File: config.mk
export PLATFORM = sky130hd
export DESIGN_NAME = usart_master_spi
export DESIGN_NICKNAME = d
export VERILOG_FILES = /design/src/common/mspi_pkg.sv /design/src/rtl/usart_master_spi.sv
export SDC_FILE = /design/constraint.sdc
export NUM_CORES = 1
export LEC_CHECK = 0
export BUFFER_PORTS_ARGS = -buffer_cell sky130_fd_sc_hd__buf_4
export CAP_MARGIN = 30
export CORE_ASPECT_RATIO = 0.75
export CORE_UTILIZATION = 40
export CTS_CLUSTER_SIZE = 14
export DETAILED_ROUTE_END_ITERATION = 10
export PLACE_DENSITY = 0.56
export SLEW_MARGIN = 5
export SYNTH_ARGS = -nofsm -noshare
export SYNTH_HDL_FRONTEND = slang
export SYNTH_SLANG_ARGS = --single-unit
File: constraint.sdc
create_clock -name mclk -period 2.78 [get_ports mclk]
set_input_delay 0 -clock mclk [delete_from_list [all_inputs] [get_ports mclk]]
set_output_delay 0 -clock mclk [all_outputs]
set_load 0.05 [all_outputs]
File: src/common/mspi_pkg.sv
// Shared constants and types of the serial port in master SPI mode.
// Assumes one system clock and synchronous control inputs.
package mspi_pkg;
    // ==========================================
    // Frame and divisor layout
    localparam int DATA_BITS = 8;
    localparam int DIV_W = 12;
    localparam int TX_DEPTH = 4;
    localparam logic [3:0] LAST_EDGE = 4'hF;
    localparam logic [1:0] MODE_ASYNC = 2'h0;
    localparam logic [1:0] MODE_SYNC = 2'h1;
    localparam logic [1:0] MODE_SPI = 2'h3;
    // ==========================================
    // Reset values and receive buffer fill levels
    localparam logic [DIV_W-1:0] DIV_RESET = 12'h000;
    localparam logic [1:0] RX_EMPTY = 2'h0;
    localparam logic [1:0] RX_FULL = 2'h2;
    // ==========================================
    // Transfer controller states
    typedef enum logic {ST_IDLE, ST_SHIFT} xfer_state_t;
endpackage

File: src/rtl/usart_master_spi.sv
// Master SPI mode of the serial port: transmit queue, shift engine,
// clock generator and a two-entry receive buffer.
// Assumes all control inputs are synchronous to mclk; software pulses
// the data write, data read and completion-clear strobes for one cycle.
`timescale 1ns/100ps

// ==========================================
// Transmit queue
module tx_byte_fifo #(
    parameter int WIDTH = 8,
    parameter int DEPTH = 4
) (
    // Clock and reset
    input wire logic mclk,
    input wire logic rst,
    // Filling side
    input wire logic inValid,
    output logic inReady,
    input wire logic [WIDTH-1:0] inData,
    // Draining side
    output logic outValid,
    input wire logic outReady,
    output logic [WIDTH-1:0] outData
);
    localparam int AW = (DEPTH > 1) ? $clog2(DEPTH) : 1;
    localparam logic [AW:0] FULL_CNT = (AW+1)'(DEPTH);
    logic [WIDTH-1:0] mem [DEPTH];
    logic [AW-1:0] wrPtr_reg;
    logic [AW-1:0] rdPtr_reg;
    logic [AW:0] count_reg;
    logic [AW:0] count_next;
    logic ready_reg;
    logic valid_reg;
    wire push = inValid && ready_reg;
    wire pop = outReady && valid_reg;

    // Occupancy after this cycle
    assign count_next = count_reg + (AW+1)'(push) - (AW+1)'(pop);
    assign inReady = ready_reg;
    assign outValid = valid_reg;
    assign outData = mem[rdPtr_reg];

    // pointers and flags, ready set by reset
    always_ff @(posedge mclk or posedge rst) begin
        if (rst) begin
            wrPtr_reg <= '0;
            rdPtr_reg <= '0;
            count_reg <= '0;
            ready_reg <= 1'b1;
            valid_reg <= 1'b0;
        end else begin
            if (push) wrPtr_reg <= (wrPtr_reg == AW'(DEPTH-1)) ? '0 : wrPtr_reg + 1'b1;
            if (pop) rdPtr_reg <= (rdPtr_reg == AW'(DEPTH-1)) ? '0 : rdPtr_reg + 1'b1;
            count_reg <= count_next;
            ready_reg <= (count_next != FULL_CNT);
            valid_reg <= (count_next != '0);
        end
    end

    // Storage
    always_ff @(posedge mclk) begin
        if (push) mem[wrPtr_reg] <= inData;
    end
endmodule

// ==========================================
// Master SPI transfer controller
module usart_master_spi
    import mspi_pkg::*;
#(
    parameter int FIFO_DEPTH = TX_DEPTH
) (
    // Clock and reset
    input wire logic mclk,
    input wire logic rst,
    // Configuration
    input wire logic [1:0] portModeSelect,
    input wire logic transmitterEnable,
    input wire logic receiverEnable,
    input wire logic clockPhaseSelect,
    input wire logic clockPolaritySelect,
    input wire logic bitOrderSelect,
    input wire logic [DIV_W-1:0] baudDivisor,
    // Data access
    input wire logic dataWrite,
    input wire logic [DATA_BITS-1:0] dataIn,
    input wire logic dataRead,
    output logic [DATA_BITS-1:0] rxData,
    // Status
    input wire logic txCompleteClear,
    input wire logic txCompleteAck,
    output logic transmitBufferEmptyFlag,
    output logic transmitCompleteFlag,
    output logic receiveCompleteFlag,
    output logic framingErrorFlag,
    output logic overrunErrorFlag,
    output logic parityErrorFlag,
    // Serial pins
    output logic serialClockPin,
    output logic serialOutPin,
    output logic serialOutPinOe,
    input wire logic serialInPin
);
    // Next shift image for either bit order
    function automatic logic [7:0] shiftIn(input logic [7:0] v, input logic b, input logic lsbFirst);
        shiftIn = lsbFirst ? {b, v[7:1]} : {v[6:0], b};
    endfunction

    xfer_state_t state_reg;
    logic [DIV_W-1:0] div_reg;
    logic [DIV_W-1:0] baudCnt_reg;
    logic [3:0] edgeCnt_reg;
    logic [7:0] txShift_reg;
    logic [7:0] rxShift_reg;
    logic [7:0] rxTail_reg;
    logic [7:0] rxHead_reg;
    logic [1:0] rxCount_reg;
    logic [1:0] rxCount_next;
    logic sclk_reg;
    logic mosi_reg;
    logic oe_reg;
    logic txc_reg;
    logic rxc_reg;
    logic zeroFlags_reg;
    logic qValid;
    logic [7:0] qData;
    logic qReady;

    // ==========================================
    // Mode decode and transfer events
    // both select bits
    wire spiMode = (portModeSelect == MODE_SPI);
    wire active = spiMode && transmitterEnable;
    wire shifting = (state_reg == ST_SHIFT);
    wire tick = shifting && (baudCnt_reg == '0);
    wire leading = ~edgeCnt_reg[0];
    wire sampleEdge = tick && (leading ^ clockPhaseSelect);
    wire setupEdge = tick && !(leading ^ clockPhaseSelect);
    wire frameEnd = tick && (edgeCnt_reg == LAST_EDGE);
    wire loadOk = active && (!shifting || frameEnd);
    wire load = loadOk && qValid;
    wire [7:0] rxShiftNext = sampleEdge ? shiftIn(rxShift_reg, serialInPin, bitOrderSelect) : rxShift_reg;
    wire rxPush = frameEnd && receiverEnable;
    wire rxPop = dataRead && (rxCount_reg != RX_EMPTY);
    wire txOut = bitOrderSelect ? txShift_reg[0] : txShift_reg[7];
    wire txcSet = frameEnd && !qValid;

    assign qReady = loadOk;

    tx_byte_fifo #(.WIDTH(DATA_BITS), .DEPTH(FIFO_DEPTH)) txQueue (
        .mclk(mclk),
        .rst(rst),
        .inValid(dataWrite),
        .inReady(transmitBufferEmptyFlag),
        .inData(dataIn),
        .outValid(qValid),
        .outReady(qReady),
        .outData(qData)
    );

    assign rxCount_next = !receiverEnable ? RX_EMPTY :
                          (rxPush && !rxPop && rxCount_reg != RX_FULL) ? rxCount_reg + 2'h1 :
                          (!rxPush && rxPop) ? rxCount_reg - 2'h1 : rxCount_reg;

    assign serialClockPin = sclk_reg;
    assign serialOutPin = mosi_reg;
    assign serialOutPinOe = oe_reg;
    assign rxData = rxHead_reg;
    assign transmitCompleteFlag = txc_reg;
    assign receiveCompleteFlag = rxc_reg;
    assign framingErrorFlag = zeroFlags_reg;
    assign overrunErrorFlag = zeroFlags_reg;
    assign parityErrorFlag = zeroFlags_reg;

    // ==========================================
    // Baud generator
    // divisor resets to zero
    always_ff @(posedge mclk or posedge rst) begin
        if (rst) begin
            div_reg <= DIV_RESET;
            baudCnt_reg <= DIV_RESET;
        end else begin
            div_reg <= baudDivisor;
            if (!shifting || tick) baudCnt_reg <= div_reg;
            else baudCnt_reg <= baudCnt_reg - 1'b1;
        end
    end

    // ==========================================
    // Common transfer controller
    // frame sequencing
    always_ff @(posedge mclk or posedge rst) begin
        if (rst) begin
            state_reg <= ST_IDLE;
            edgeCnt_reg <= '0;
        end else if (load) begin
            state_reg <= ST_SHIFT;
            edgeCnt_reg <= '0;
        end else if (frameEnd || !active && !shifting) begin
            state_reg <= ST_IDLE;
            edgeCnt_reg <= '0;
        end else if (tick) begin
            edgeCnt_reg <= edgeCnt_reg + 4'h1;
        end
    end

    // Clock pin: toggles on each edge, rests at polarity
    always_ff @(posedge mclk or posedge rst) begin
        if (rst) sclk_reg <= 1'b0;
        else if (!shifting) sclk_reg <= clockPolaritySelect;
        else if (tick) sclk_reg <= ~sclk_reg;
    end

    // Transmit shifter and data line
    always_ff @(posedge mclk or posedge rst) begin
        if (rst) begin
            txShift_reg <= '0;
            mosi_reg <= 1'b1;
        end else if (load) begin
            txShift_reg <= clockPhaseSelect ? qData : shiftIn(qData, 1'b0, bitOrderSelect);
            mosi_reg <= clockPhaseSelect ? (frameEnd ? mosi_reg : 1'b1) : (bitOrderSelect ? qData[0] : qData[7]);
        end else if ((frameEnd && !clockPhaseSelect) || !shifting) begin
            // idle high; phase one holds its last bit across the final sample edge
            mosi_reg <= 1'b1;
        end else if (setupEdge) begin
            mosi_reg <= txOut;
            txShift_reg <= shiftIn(txShift_reg, 1'b0, bitOrderSelect);
        end
    end

    // pin ownership as in the normal modes
    always_ff @(posedge mclk or posedge rst) begin
        if (rst) oe_reg <= 1'b0;
        else oe_reg <= active || shifting;
    end

    // ==========================================
    // Receive path
    always_ff @(posedge mclk or posedge rst) begin
        if (rst) begin
            rxShift_reg <= '0;
            rxHead_reg <= '0;
            rxTail_reg <= '0;
            rxCount_reg <= RX_EMPTY;
            rxc_reg <= 1'b0;
        end else begin
            rxShift_reg <= rxShiftNext;
            rxCount_reg <= rxCount_next;
            rxc_reg <= (rxCount_next != RX_EMPTY);
            if (rxPop) rxHead_reg <= rxTail_reg;
            if (rxPush && (rxCount_reg == RX_EMPTY || rxCount_reg == 2'h1 && rxPop)) rxHead_reg <= rxShiftNext;
            else if (rxPush && (rxCount_reg == 2'h1 || rxCount_reg == RX_FULL && rxPop)) rxTail_reg <= rxShiftNext;
        end
    end

    // ==========================================
    // Status flags
    always_ff @(posedge mclk or posedge rst) begin
        if (rst) begin
            txc_reg <= 1'b0;
            zeroFlags_reg <= 1'b0;
        end else begin
            if (txcSet) txc_reg <= 1'b1;
            else if (txCompleteClear || txCompleteAck) txc_reg <= 1'b0;
            zeroFlags_reg <= 1'b0;
        end
    end

    // ==========================================
    // Checks
    AST_SCLK_IDLE: assert property (@(posedge mclk) disable iff (rst)
        !shifting && $past(!shifting) && !$past(rst) |-> sclk_reg == $past(clockPolaritySelect))
        else $error("clock not at idle level");
    AST_MODE_GATE: assert property (@(posedge mclk) disable iff (rst)
        !spiMode && !shifting |=> !shifting)
        else $error("transfer started outside SPI mode");
    AST_ERR_ZERO: assert property (@(posedge mclk) disable iff (rst)
        ##1 !(framingErrorFlag || overrunErrorFlag || parityErrorFlag))
        else $error("error flag set");
    AST_TXC_SET: assert property (@(posedge mclk) disable iff (rst)
        txcSet |=> transmitCompleteFlag)
        else $error("completion flag missed");
    AST_BACK2BACK: assert property (@(posedge mclk) disable iff (rst)
        frameEnd && qValid && active |=> shifting && edgeCnt_reg == 4'h0 && !transmitCompleteFlag[*1])
        else $error("queued byte not started");
    AST_MOSI_IDLE: assert property (@(posedge mclk) disable iff (rst)
        frameEnd && !load |-> ##2 (mosi_reg || $past(load)))
        else $error("data line not idle high");
    AST_OUT_OE: assert property (@(posedge mclk) disable iff (rst)
        active |=> serialOutPinOe)
        else $error("output pin not driven");
    AST_RX_OVF: assert property (@(posedge mclk) disable iff (rst)
        rxPush && !dataRead && rxCount_reg == RX_FULL |=> $stable(rxData) && $stable(rxTail_reg))
        else $error("buffered byte overwritten");
    AST_BAUD: assert property (@(posedge mclk) disable iff (rst)
        tick && !frameEnd && $stable(div_reg) |=> baudCnt_reg == div_reg)
        else $error("half period wrong");
    AST_FRAME_LEN: assert property (@(posedge mclk) disable iff (rst)
        load && div_reg == '0 && $stable(div_reg) |-> ##16 frameEnd || !$past(shifting))
        else $error("frame length wrong");
endmodule

* Yosys cells after proc, flatten, opt, wreduce, memory -nomap -nowiden
Memory sizes are Yosys's and may differ from the RTL's.
Cells that the tools add are included.
** Word-level totals
- Register bits :: 77
- Bits in writable memories :: 32
- Input bits :: 34
- Logic and storage cells :: 126
- Memories :: 1
** Cells by class
- $add $sub $neg :: 8
- Equality and inequality tests :: 11
- Mux-type cells :: 34
- Bitwise gates (word level) :: 4
- Reduce and logical (&&, ||, !) cells :: 49
** Memory list
- txQueue.mem :: words 4, width 8, rd ports 1, clocked after memory_dff 0, write ports 1, line usart_master_spi.sv:27 : logic [WIDTH-1:0] mem [DEPTH];
** Operators with widths (count)
- $mux 8 :: 10
- $logic_and 1x1->1 :: 20
- $mux 1 :: 15
- $logic_not 12->1 :: 1
- $mux 12 :: 1
- $mux 4 :: 3
- $reduce_bool 2->1 :: 6
- $sub 12x1->12 const B :: 1
- $mux 2 :: 5
- $reduce_bool 3->1 :: 3
- $eq 2x2->1 const B :: 4
- $logic_or 1x1->1 :: 8
- $logic_not 1->1 :: 7
- $add 2x1->2 const B :: 3
- $ne 3x3->1 const B :: 2
- $reduce_and 2->1 :: 3
- $add 4x1->4 const B :: 1
- $eq 4x4->1 const B :: 1
- $ne 2x1->1 const B :: 2
- $add 3x1->3 :: 1
- $not 1->1 :: 3
- $sub 3x1->3 :: 1
- $eq 2x1->1 const B :: 1
- $logic_not 2->1 :: 1
- 3 further kinds :: 3

* Depth between registers and ports, before layout
Gate-level depths: netlist of run 1.
- Depth after elaboration :: 10
- Gate-level depth with buffers :: 12

* Hierarchy
From an unflattened synthesis of run 1, not the netlist that was laid out.
** Unflattened totals
- Cell total of the unflattened synthesis :: 422
- Area total of the unflattened synthesis :: 5253.8 sq um
** Modules (own cells, without submodules)
- usart_master_spi :: times used 1, cells an instance 340, area an instance 3614.7 sq um
- tx_byte_fifo :: times used 1, cells an instance 82, area an instance 1639.1 sq um

* Least setup slack after synthesis of run 1
Ideal clock, no wire load.
- Kind :: register -> register
- From :: register baudCnt_reg[0]
- To :: register txQueue.valid_reg (netlist: txQueue.outValid)
- Setup time :: 121 ps
- Arrival :: 2513 ps
- Required time :: 2659 ps
- Path slack :: 145 ps
- Cell stages (with the launch flop) :: 13
- Period minus slack after synthesis :: 2635 ps
- Cell sequence :: dfrtp_1 inv_1 ha_1 nor4b_4 nand4_1 a21oi_1 buf_2 ha_1 inv_1 ha_1 fa_1 nor2_1 nand2b_1
** Between the ends
- Cells in the longest elaborated chain, start to end :: 8
** Ends and longest elaborated chain
- from (decl) :: line usart_master_spi.sv:111 : logic [DIV_W-1:0] baudCnt_reg;
- from (signal assigned) :: line usart_master_spi.sv:184 : if (!shifting || tick) baudCnt_reg <= div_reg;
- from (signal assigned) :: line usart_master_spi.sv:185 : else baudCnt_reg <= baudCnt_reg - 1'b1;
- $logic_not 12->1 :: line usart_master_spi.sv:135 : wire tick = shifting && (baudCnt_reg == '0);
- $logic_and 1x1->1 :: line usart_master_spi.sv:135
- $logic_and 1x1->1 :: line usart_master_spi.sv:139 : wire frameEnd = tick && (edgeCnt_reg == LAST_EDGE);
- $logic_or 1x1->1 :: line usart_master_spi.sv:140 : wire loadOk = active && (!shifting || frameEnd);
- $logic_and 1x1->1 :: line usart_master_spi.sv:140
- $logic_and 1x1->1
- net load :: line usart_master_spi.sv:141 : wire load = loadOk && qValid;
- $sub 3x1->3 :: line usart_master_spi.sv:38 : assign count_next = count_reg + (AW+1)'(push) - (AW+1)'(pop);
- net txQueue.count_next[1] :: line usart_master_spi.sv:31 : logic [AW:0] count_next;
- $reduce_bool 3->1 :: line usart_master_spi.sv:56 : valid_reg <= (count_next != '0);
- to (signal assigned) :: line usart_master_spi.sv:56
- to (decl) :: line usart_master_spi.sv:33 : logic valid_reg;
The timed path passes the listed nets, and every way through them passes these cells.
A chain may end at the register's enable or synchronous reset.

* Worst setup path in the final report of run 1
- From :: register baudCnt_reg[0]
- To :: register txQueue.valid_reg (netlist: txQueue.outValid)
** Between the ends
- Cells in the longest elaborated chain, start to end :: 8
** Ends and longest elaborated chain
- $logic_not 12->1 :: line usart_master_spi.sv:135
- $logic_and 1x1->1 :: line usart_master_spi.sv:135
- $logic_and 1x1->1 :: line usart_master_spi.sv:139
- $logic_or 1x1->1 :: line usart_master_spi.sv:140
- $logic_and 1x1->1 :: line usart_master_spi.sv:140
- $logic_and 1x1->1 :: line usart_master_spi.sv:35 : wire pop = outReady && valid_reg;
- $sub 3x1->3 :: line usart_master_spi.sv:38
- net txQueue.count_next[1] :: line usart_master_spi.sv:31
- $reduce_bool 3->1 :: line usart_master_spi.sv:56
The timed path passes the listed nets, and every way through them passes these cells.

==> results of run 1 <==
## cells in the final DEF (no fill, tap or decap), types with 2 or more instances in the layout
master / synthesis / final
and4_2: 2 / 2
nor3_1: 6 / 6
xor2_1: 5 / 5
inv_1: 15 / 14
conb_1: 1 / 3
and3_1: 5 / 5
nand4_1: 5 / 5
nand3_1: 6 / 6
and2_1: 8 / 8
inv_8: 0 / 3
nor2_1: 17 / 17
buf_4: 4 / 59
ha_1: 13 / 13
o21ai_0: 23 / 23
a21oi_1: 38 / 38
nand2b_1: 3 / 3
or3_1: 3 / 3
o31ai_1: 2 / 2
dfrtp_1: 75 / 75
nand3b_1: 2 / 2
nor4_1: 2 / 2
edfxtp_1: 32 / 32
a211o_1: 7 / 7
nor2b_1: 10 / 10
dlygate4sd3_1: 0 / 27
o21a_1: 3 / 3
clkbuf_16: 0 / 9
a31oi_1: 2 / 2
mux2_2: 18 / 18
nand2_1: 35 / 35
mux4_2: 8 / 8
mux2i_1: 18 / 18
xnor2_1: 11 / 11
dfstp_2: 2 / 2
a221o_1: 5 / 5
## layer usage
layer / global-route usage, % / vias up / routed length (um)
met2: 25.9 / 66 / 4480
met4: 4.98 / 0 / 108
met3: 3.97 / 8 / 406
met1: 22.8 / 1646 / 5200
li1: - / 1674 / -
met5: 0 / - / 0
## layout make-up
class                      count  area [um^2]  share of cell area (%)
multi-input combinational    278         2070                    33.1
inverter                      15         57.6                   0.921
sequential                   109         2890                    46.2
timing repair buffer          86          713                    11.4
clock buffer                   9          225                    3.60
tap                          166          208                    3.32
clock inverter                 7         88.8                    1.42
## stage by stage
stage | total power, mW | instance area (um^2) | hold slack, ps
finish | 4.73 | 6250 | 34.1
global route | 4.99 | 6250 | 22.3
CTS | 4.79 | 6250 | 13.5
detailed placement | 3.39 | 5670 | 110
global placement | 3.37 | 5670 | 110
floorplan | 3.02 | 5180 | 31.4
## power by group through the flow
stage / Combinational [mW] / Sequential [mW] / Clock, mW
floorplan: 0.615 / 2.41 / 0
global placement: 1.16 / 2.20 / 0
detailed placement: 1.18 / 2.21 / 0
CTS: 1.22 / 2.19 / 1.38
global route: 1.34 / 2.22 / 1.43
finish: 1.21 / 2.18 / 1.35
## cells by family after synthesis
kind of cell | synth area share (%)
AND/OR/NAND/NOR | 12.4
buffers and inverters | 4.33
AO/OA/AOI/OAI | 10.2
multiplexers | 10.9
adder cells (fa/ha/maj) | 3.53
other | 0.0725
flip-flops | 55.9
XOR/XNOR | 2.71
## path summary, 6_finish.rpt
path	slack (ps)	endpoint	startpoint	depth (start not counted)
worst max-delay path	290	txQueue.outValid$_DFF_PP0_	baudCnt_reg[0]$_DFF_PP0_	11
worst min-delay path	30	shifting$_DFFE_PP0P_	portModeSelect[0]	3
worst max register to register	290	txQueue.outValid$_DFF_PP0_	baudCnt_reg[0]$_DFF_PP0_	11
worst min register to register	450	baudCnt_reg[6]$_DFF_PP0_	div_reg[6]$_DFF_PP0_	2
max in group asynchronous	1680	rxTail_reg[1]$_DFFE_PP0P_	rst	4
min in group asynchronous	380	div_reg[4]$_DFF_PP0_	rst	3
## critical path, delay by kind of cell (launching register included)
family / cells / cell delay [ps]
fa+ha+maj: 4 / 1010
compound gates: 1 / 230
flops: 1 / 390
simple gates: 4 / 590
buf+inv: 2 / 170
## timing repair
| item | 4_1_cts | 5_1_grt |
|---|---|---|
| resized for setup | 0 | 0 |
| endpoints found under the hold margin | 97 | 0 |
| hold buffers | 27 | 0 |
==> flow_summary.yaml, run 1 <==
power_and_ir_drop:
  switchingPower_mw: 1.56
  p_comb_share_pct: 25.5
  leakage_nw: 2.63
  p_sw_share_pct: 33.0
  seqPwrFrac_pct: 46.1
  ir_drop_mv: 0.347
  powerDensity_nw_per_um2: 757
  intPower_mw: 3.17
  clkPwrFrac_pct: 28.4
worst_setup_path:
  critPathLaunchType: "flip-flop"
  slowest_delay_ps: 430
  path_cells: "inv_1, ha_1, nor4b_4, nand4_1, a21oi_1, ha_1, inv_1, ha_1, fa_1, nor2_1, nand2b_1"
  cpMostUsedCell: "ha_1"
  required_ps: 3020
  cp_slowest_cell: "fa_1"
  worstSetupEndpointType: "flip-flop"
  critPathKind: "flip-flop to flip-flop"
  arrival_ps: 2730
  path_max_fanout: 3
sta:
  fin_ws_ps: 290
  period_minus_slack_ps: 2490
  final-setup-viol-count: 0
  max_freq_ghz: 0.402
  drv_slew: 0
  tightest_slew_ps: 879
  slew_headroom_pct: 41.4
  finalHoldViolations: 0
  setup_tns_ps: 0
  rsz0062_at_grt: "no"
  clock_skew_ps: 9.84
  fin_crit_sh_pct: 89.6
detailed_routing:
  drc: 0
  antenna_left: 0
  avgViaCountPerCell: 5.07
  drt_wl_total_mm: 10.2
  drt_iter0_markers: 154
  vias: 3394
  first_pass_iters: 4
  wl_per_cell_um: 15.2
floorplanning:
  ios: 51
  fp.dieW_um: 133
  die_y_um: 100
  core_um2: 12400
  die-area_um2: 13400
  fp-row-count: 35
  initial_core_util_pct: 41.6
synthesis:
  ys_types: 57
  avgSynthCellArea_um2: 12.2
  synth-main-ff-cell: "dfrtp_1"
  syn_area_um2: 5170
  syn_inst: 423
  yosys_warnings: 0
  synth_edf_count: 32
  synthTopCellsByCount: "dfrtp_1, a21oi_1, nand2_1"
  synth_area_leader_cell: "dfrtp_1"
  async_flop_share_pct: 70.6
  synth-seq-cells: 109
  yosysSeqAreaShare_pct: 55.9
  synth_top_area_share_pct: 36.3
  yosysMostFrequentCell: "dfrtp_1"
  synthTopCellsByArea: "dfrtp_1, edfxtp_1, mux2_2"
cells_and_area:
  n_fill_cell: 1123
  largest_reg_flops: 32
  nNetsFinal: 547
  final_cells: 670
  final_util_pct: 50.3
  antenna_cells: 0
  drive_gt1_share_pct: 22.6
  area_growth_pct: 20.8
run_status:
  status: "complete, no violations"
placed_design:
  dp_hpwl_mm: 6.90
  port_buffers: 47
  dp.cells: 627
  place_congestion: 0.721
  preCtsSetupSlack_ps: 302
flow_run:
  maxCapViolCount: 0
clocking:
  numCtsBuffers: 9
  cts_num_sinks: 109
  clkLatencyLatePin_ps: 350
  clk_path_buf_depth: 2
  h-tree-depth: 3
  cts.clk_slew.worst_paths_ps: 70
  cts-root-buf: "clkbuf_16"
  cts_setup_buffers: 0
  cts_tree: "built"
global_route:
  antenna_found_initial: 0
  grt_usage_pct: 16.5
  grt_max_degree: 52
  gr-total-overflow: 0
  grt_pass1_vias: 3321
  grt_pass1_wl_mm: 17.0
hold_path:
  hold_class: "primary input to flip-flop"
No activity file was read; power rests on OpenSTA's default activity.
==> run 2: changes to the inputs <==
==> constraint.sdc (replaced) <==
create_clock -name mclk -period 2.78 [get_ports mclk]
set_input_delay 0.556 -clock mclk [delete_from_list [all_inputs] [get_ports mclk]]
set_output_delay 0.556 -clock mclk [all_outputs]
set_load 0.05 [all_outputs]
==> flow_summary.yaml, run 2 (synthesized netlist as in run 1, its figures left out) <==
worst_setup_path:
  cpMostUsedCell: "ha_1"
  path_cells: "inv_1, ha_1, nor4b_4, nand4_1, a21oi_1, ha_1, inv_1, ha_1, fa_1, nor2_1, nand2b_1"
  cp_top_family: "adder cells"
  required_ps: 3020
  critPathBufInv: 2
  slowest_delay_ps: 430
  critPathLaunchType: "flip-flop"
  crit_start: "baudCnt_reg[0]$_DFF_PP0_"
  critPathKind: "flip-flop to flip-flop"
  cp_slowest_cell: "fa_1"
  worstSetupEndpointType: "flip-flop"
  path_max_fanout: 3
  arrival_ps: 2710
  r2r_start: "baudCnt_reg[0]$_DFF_PP0_"
clocking:
  h-tree-depth: 3
  clkLatencyLatePin_ps: 350
  clk_path_buf_depth: 2
  cts.clk_slew.worst_paths_ps: 80
  cts-root-buf: "clkbuf_16"
  cts_setup_buffers: 0
  cts_num_sinks: 109
  numCtsBuffers: 9
  postCtsHoldBufs: 0
  cts_tree: "built"
  ctsResizeCount: 0
sta:
  slew_headroom_pct: 56.5
  rsz0062_at_grt: "no"
  fin_crit_sh_pct: 89.0
  period_minus_slack_ps: 2480
  setup_tns_ps: 0
  fin_ws_ps: 305
  final-setup-viol-count: 0
  clock_skew_ps: 9.65
  finalHoldViolations: 0
  drv_slew: 0
  hold_ws_ps: 280
  max_freq_ghz: 0.404
  tightest_slew_ps: 652
floorplanning:
  core_um2: 12400
  ios: 51
  die_y_um: 100
  fp-row-count: 35
  die-area_um2: 13400
  initial_core_util_pct: 41.6
  fp.dieW_um: 133
placed_design:
  dp_hpwl_mm: 6.82
  port_buffers: 47
  placed_area_um2: 5680
  preCtsSetupSlack_ps: 256
  place_congestion: 0.720
detailed_routing:
  drt_iter0_markers: 154
  first_pass_iters: 4
  drc: 0
  antenna_left: 0
  avgViaCountPerCell: 5.13
  vias: 3298
  wl_per_cell_um: 15.0
  drt_wl_total_mm: 9.66
global_route:
  gr-total-overflow: 0
  grt_max_degree: 38
  grt_pass1_vias: 3272
  grt_pass1_wl_mm: 16.7
  antenna_found_initial: 0
  grt_usage_pct: 15.9
cells_and_area:
  antenna_cells: 0
  final_area_um2: 5970
  drive_gt1_share_pct: 23.9
  final_cell_mix: "dfrtp_1, buf_4, a21oi_1"
  nNetsFinal: 520
  area_growth_pct: 15.4
  mostFrequentLayoutCell: "dfrtp_1"
  largest_reg_flops: 32
  final_util_pct: 48.0
hold_path:
  hold_class: "primary input to asynchronous set/reset pin"
power_and_ir_drop:
  powerDensity_nw_per_um2: 769
  ir_drop_mv: 0.304
  leakage_nw: 2.51
run_status:
  status: "complete, no violations"
flow_run:
  maxCapViolCount: 0
## run 2: final timing paths
check / end / depth (start not counted) / slack [ps]
setup / recovery: txQueue.outValid$_DFF_PP0_ / 11 / 300
max in group asynchronous: serialOutPin$_DFFE_PP1P_ / 3 / 1860
setup reg to reg: txQueue.outValid$_DFF_PP0_ / 11 / 300
hold reg to reg: baudCnt_reg[6]$_DFF_PP0_ / 2 / 460
min in group mclk: div_reg[5]$_DFF_PP0_ / 1 / 310
hold / removal: div_reg[5]$_DFF_PP0_ / 2 / 280
## run 2: layout make-up
type	count	area (um^2)
fill	1131	6470
sequential	109	2890
multi-input combinational	278	2070
timing repair buffer	59	455
clock buffer	9	225
tap	166	208
clock inverter	7	65.1
inverter	15	57.6
## run 2: power breakdown
| group | switching (mW) | internal [mW] |
|---|---|---|
| combinational | 0.710 | 0.460 |
| clock | 0.614 | 0.632 |
| sequential | 0.210 | 1.97 |
| total | 1.53 | 3.06 |
## run 2: through the flow
step	instances	total power, mW
final	643	4.59
after global placement	627	3.37
after detailed placement	627	3.39
after floorplan	425	3.02
after CTS	643	4.66
after global routing	643	4.87
## run 2: layer usage
metal | track usage (%) | vias to the layer above | part of all wire [%]
li1 | - | 1620 | -
met1 | 22.8 | 1606 | 52
met2 | 24.4 | 65 | 44
met3 | 3.72 | 7 | 4.1
met4 | 4.20 | 0 | 0.73
met5 | 0 | - | 0
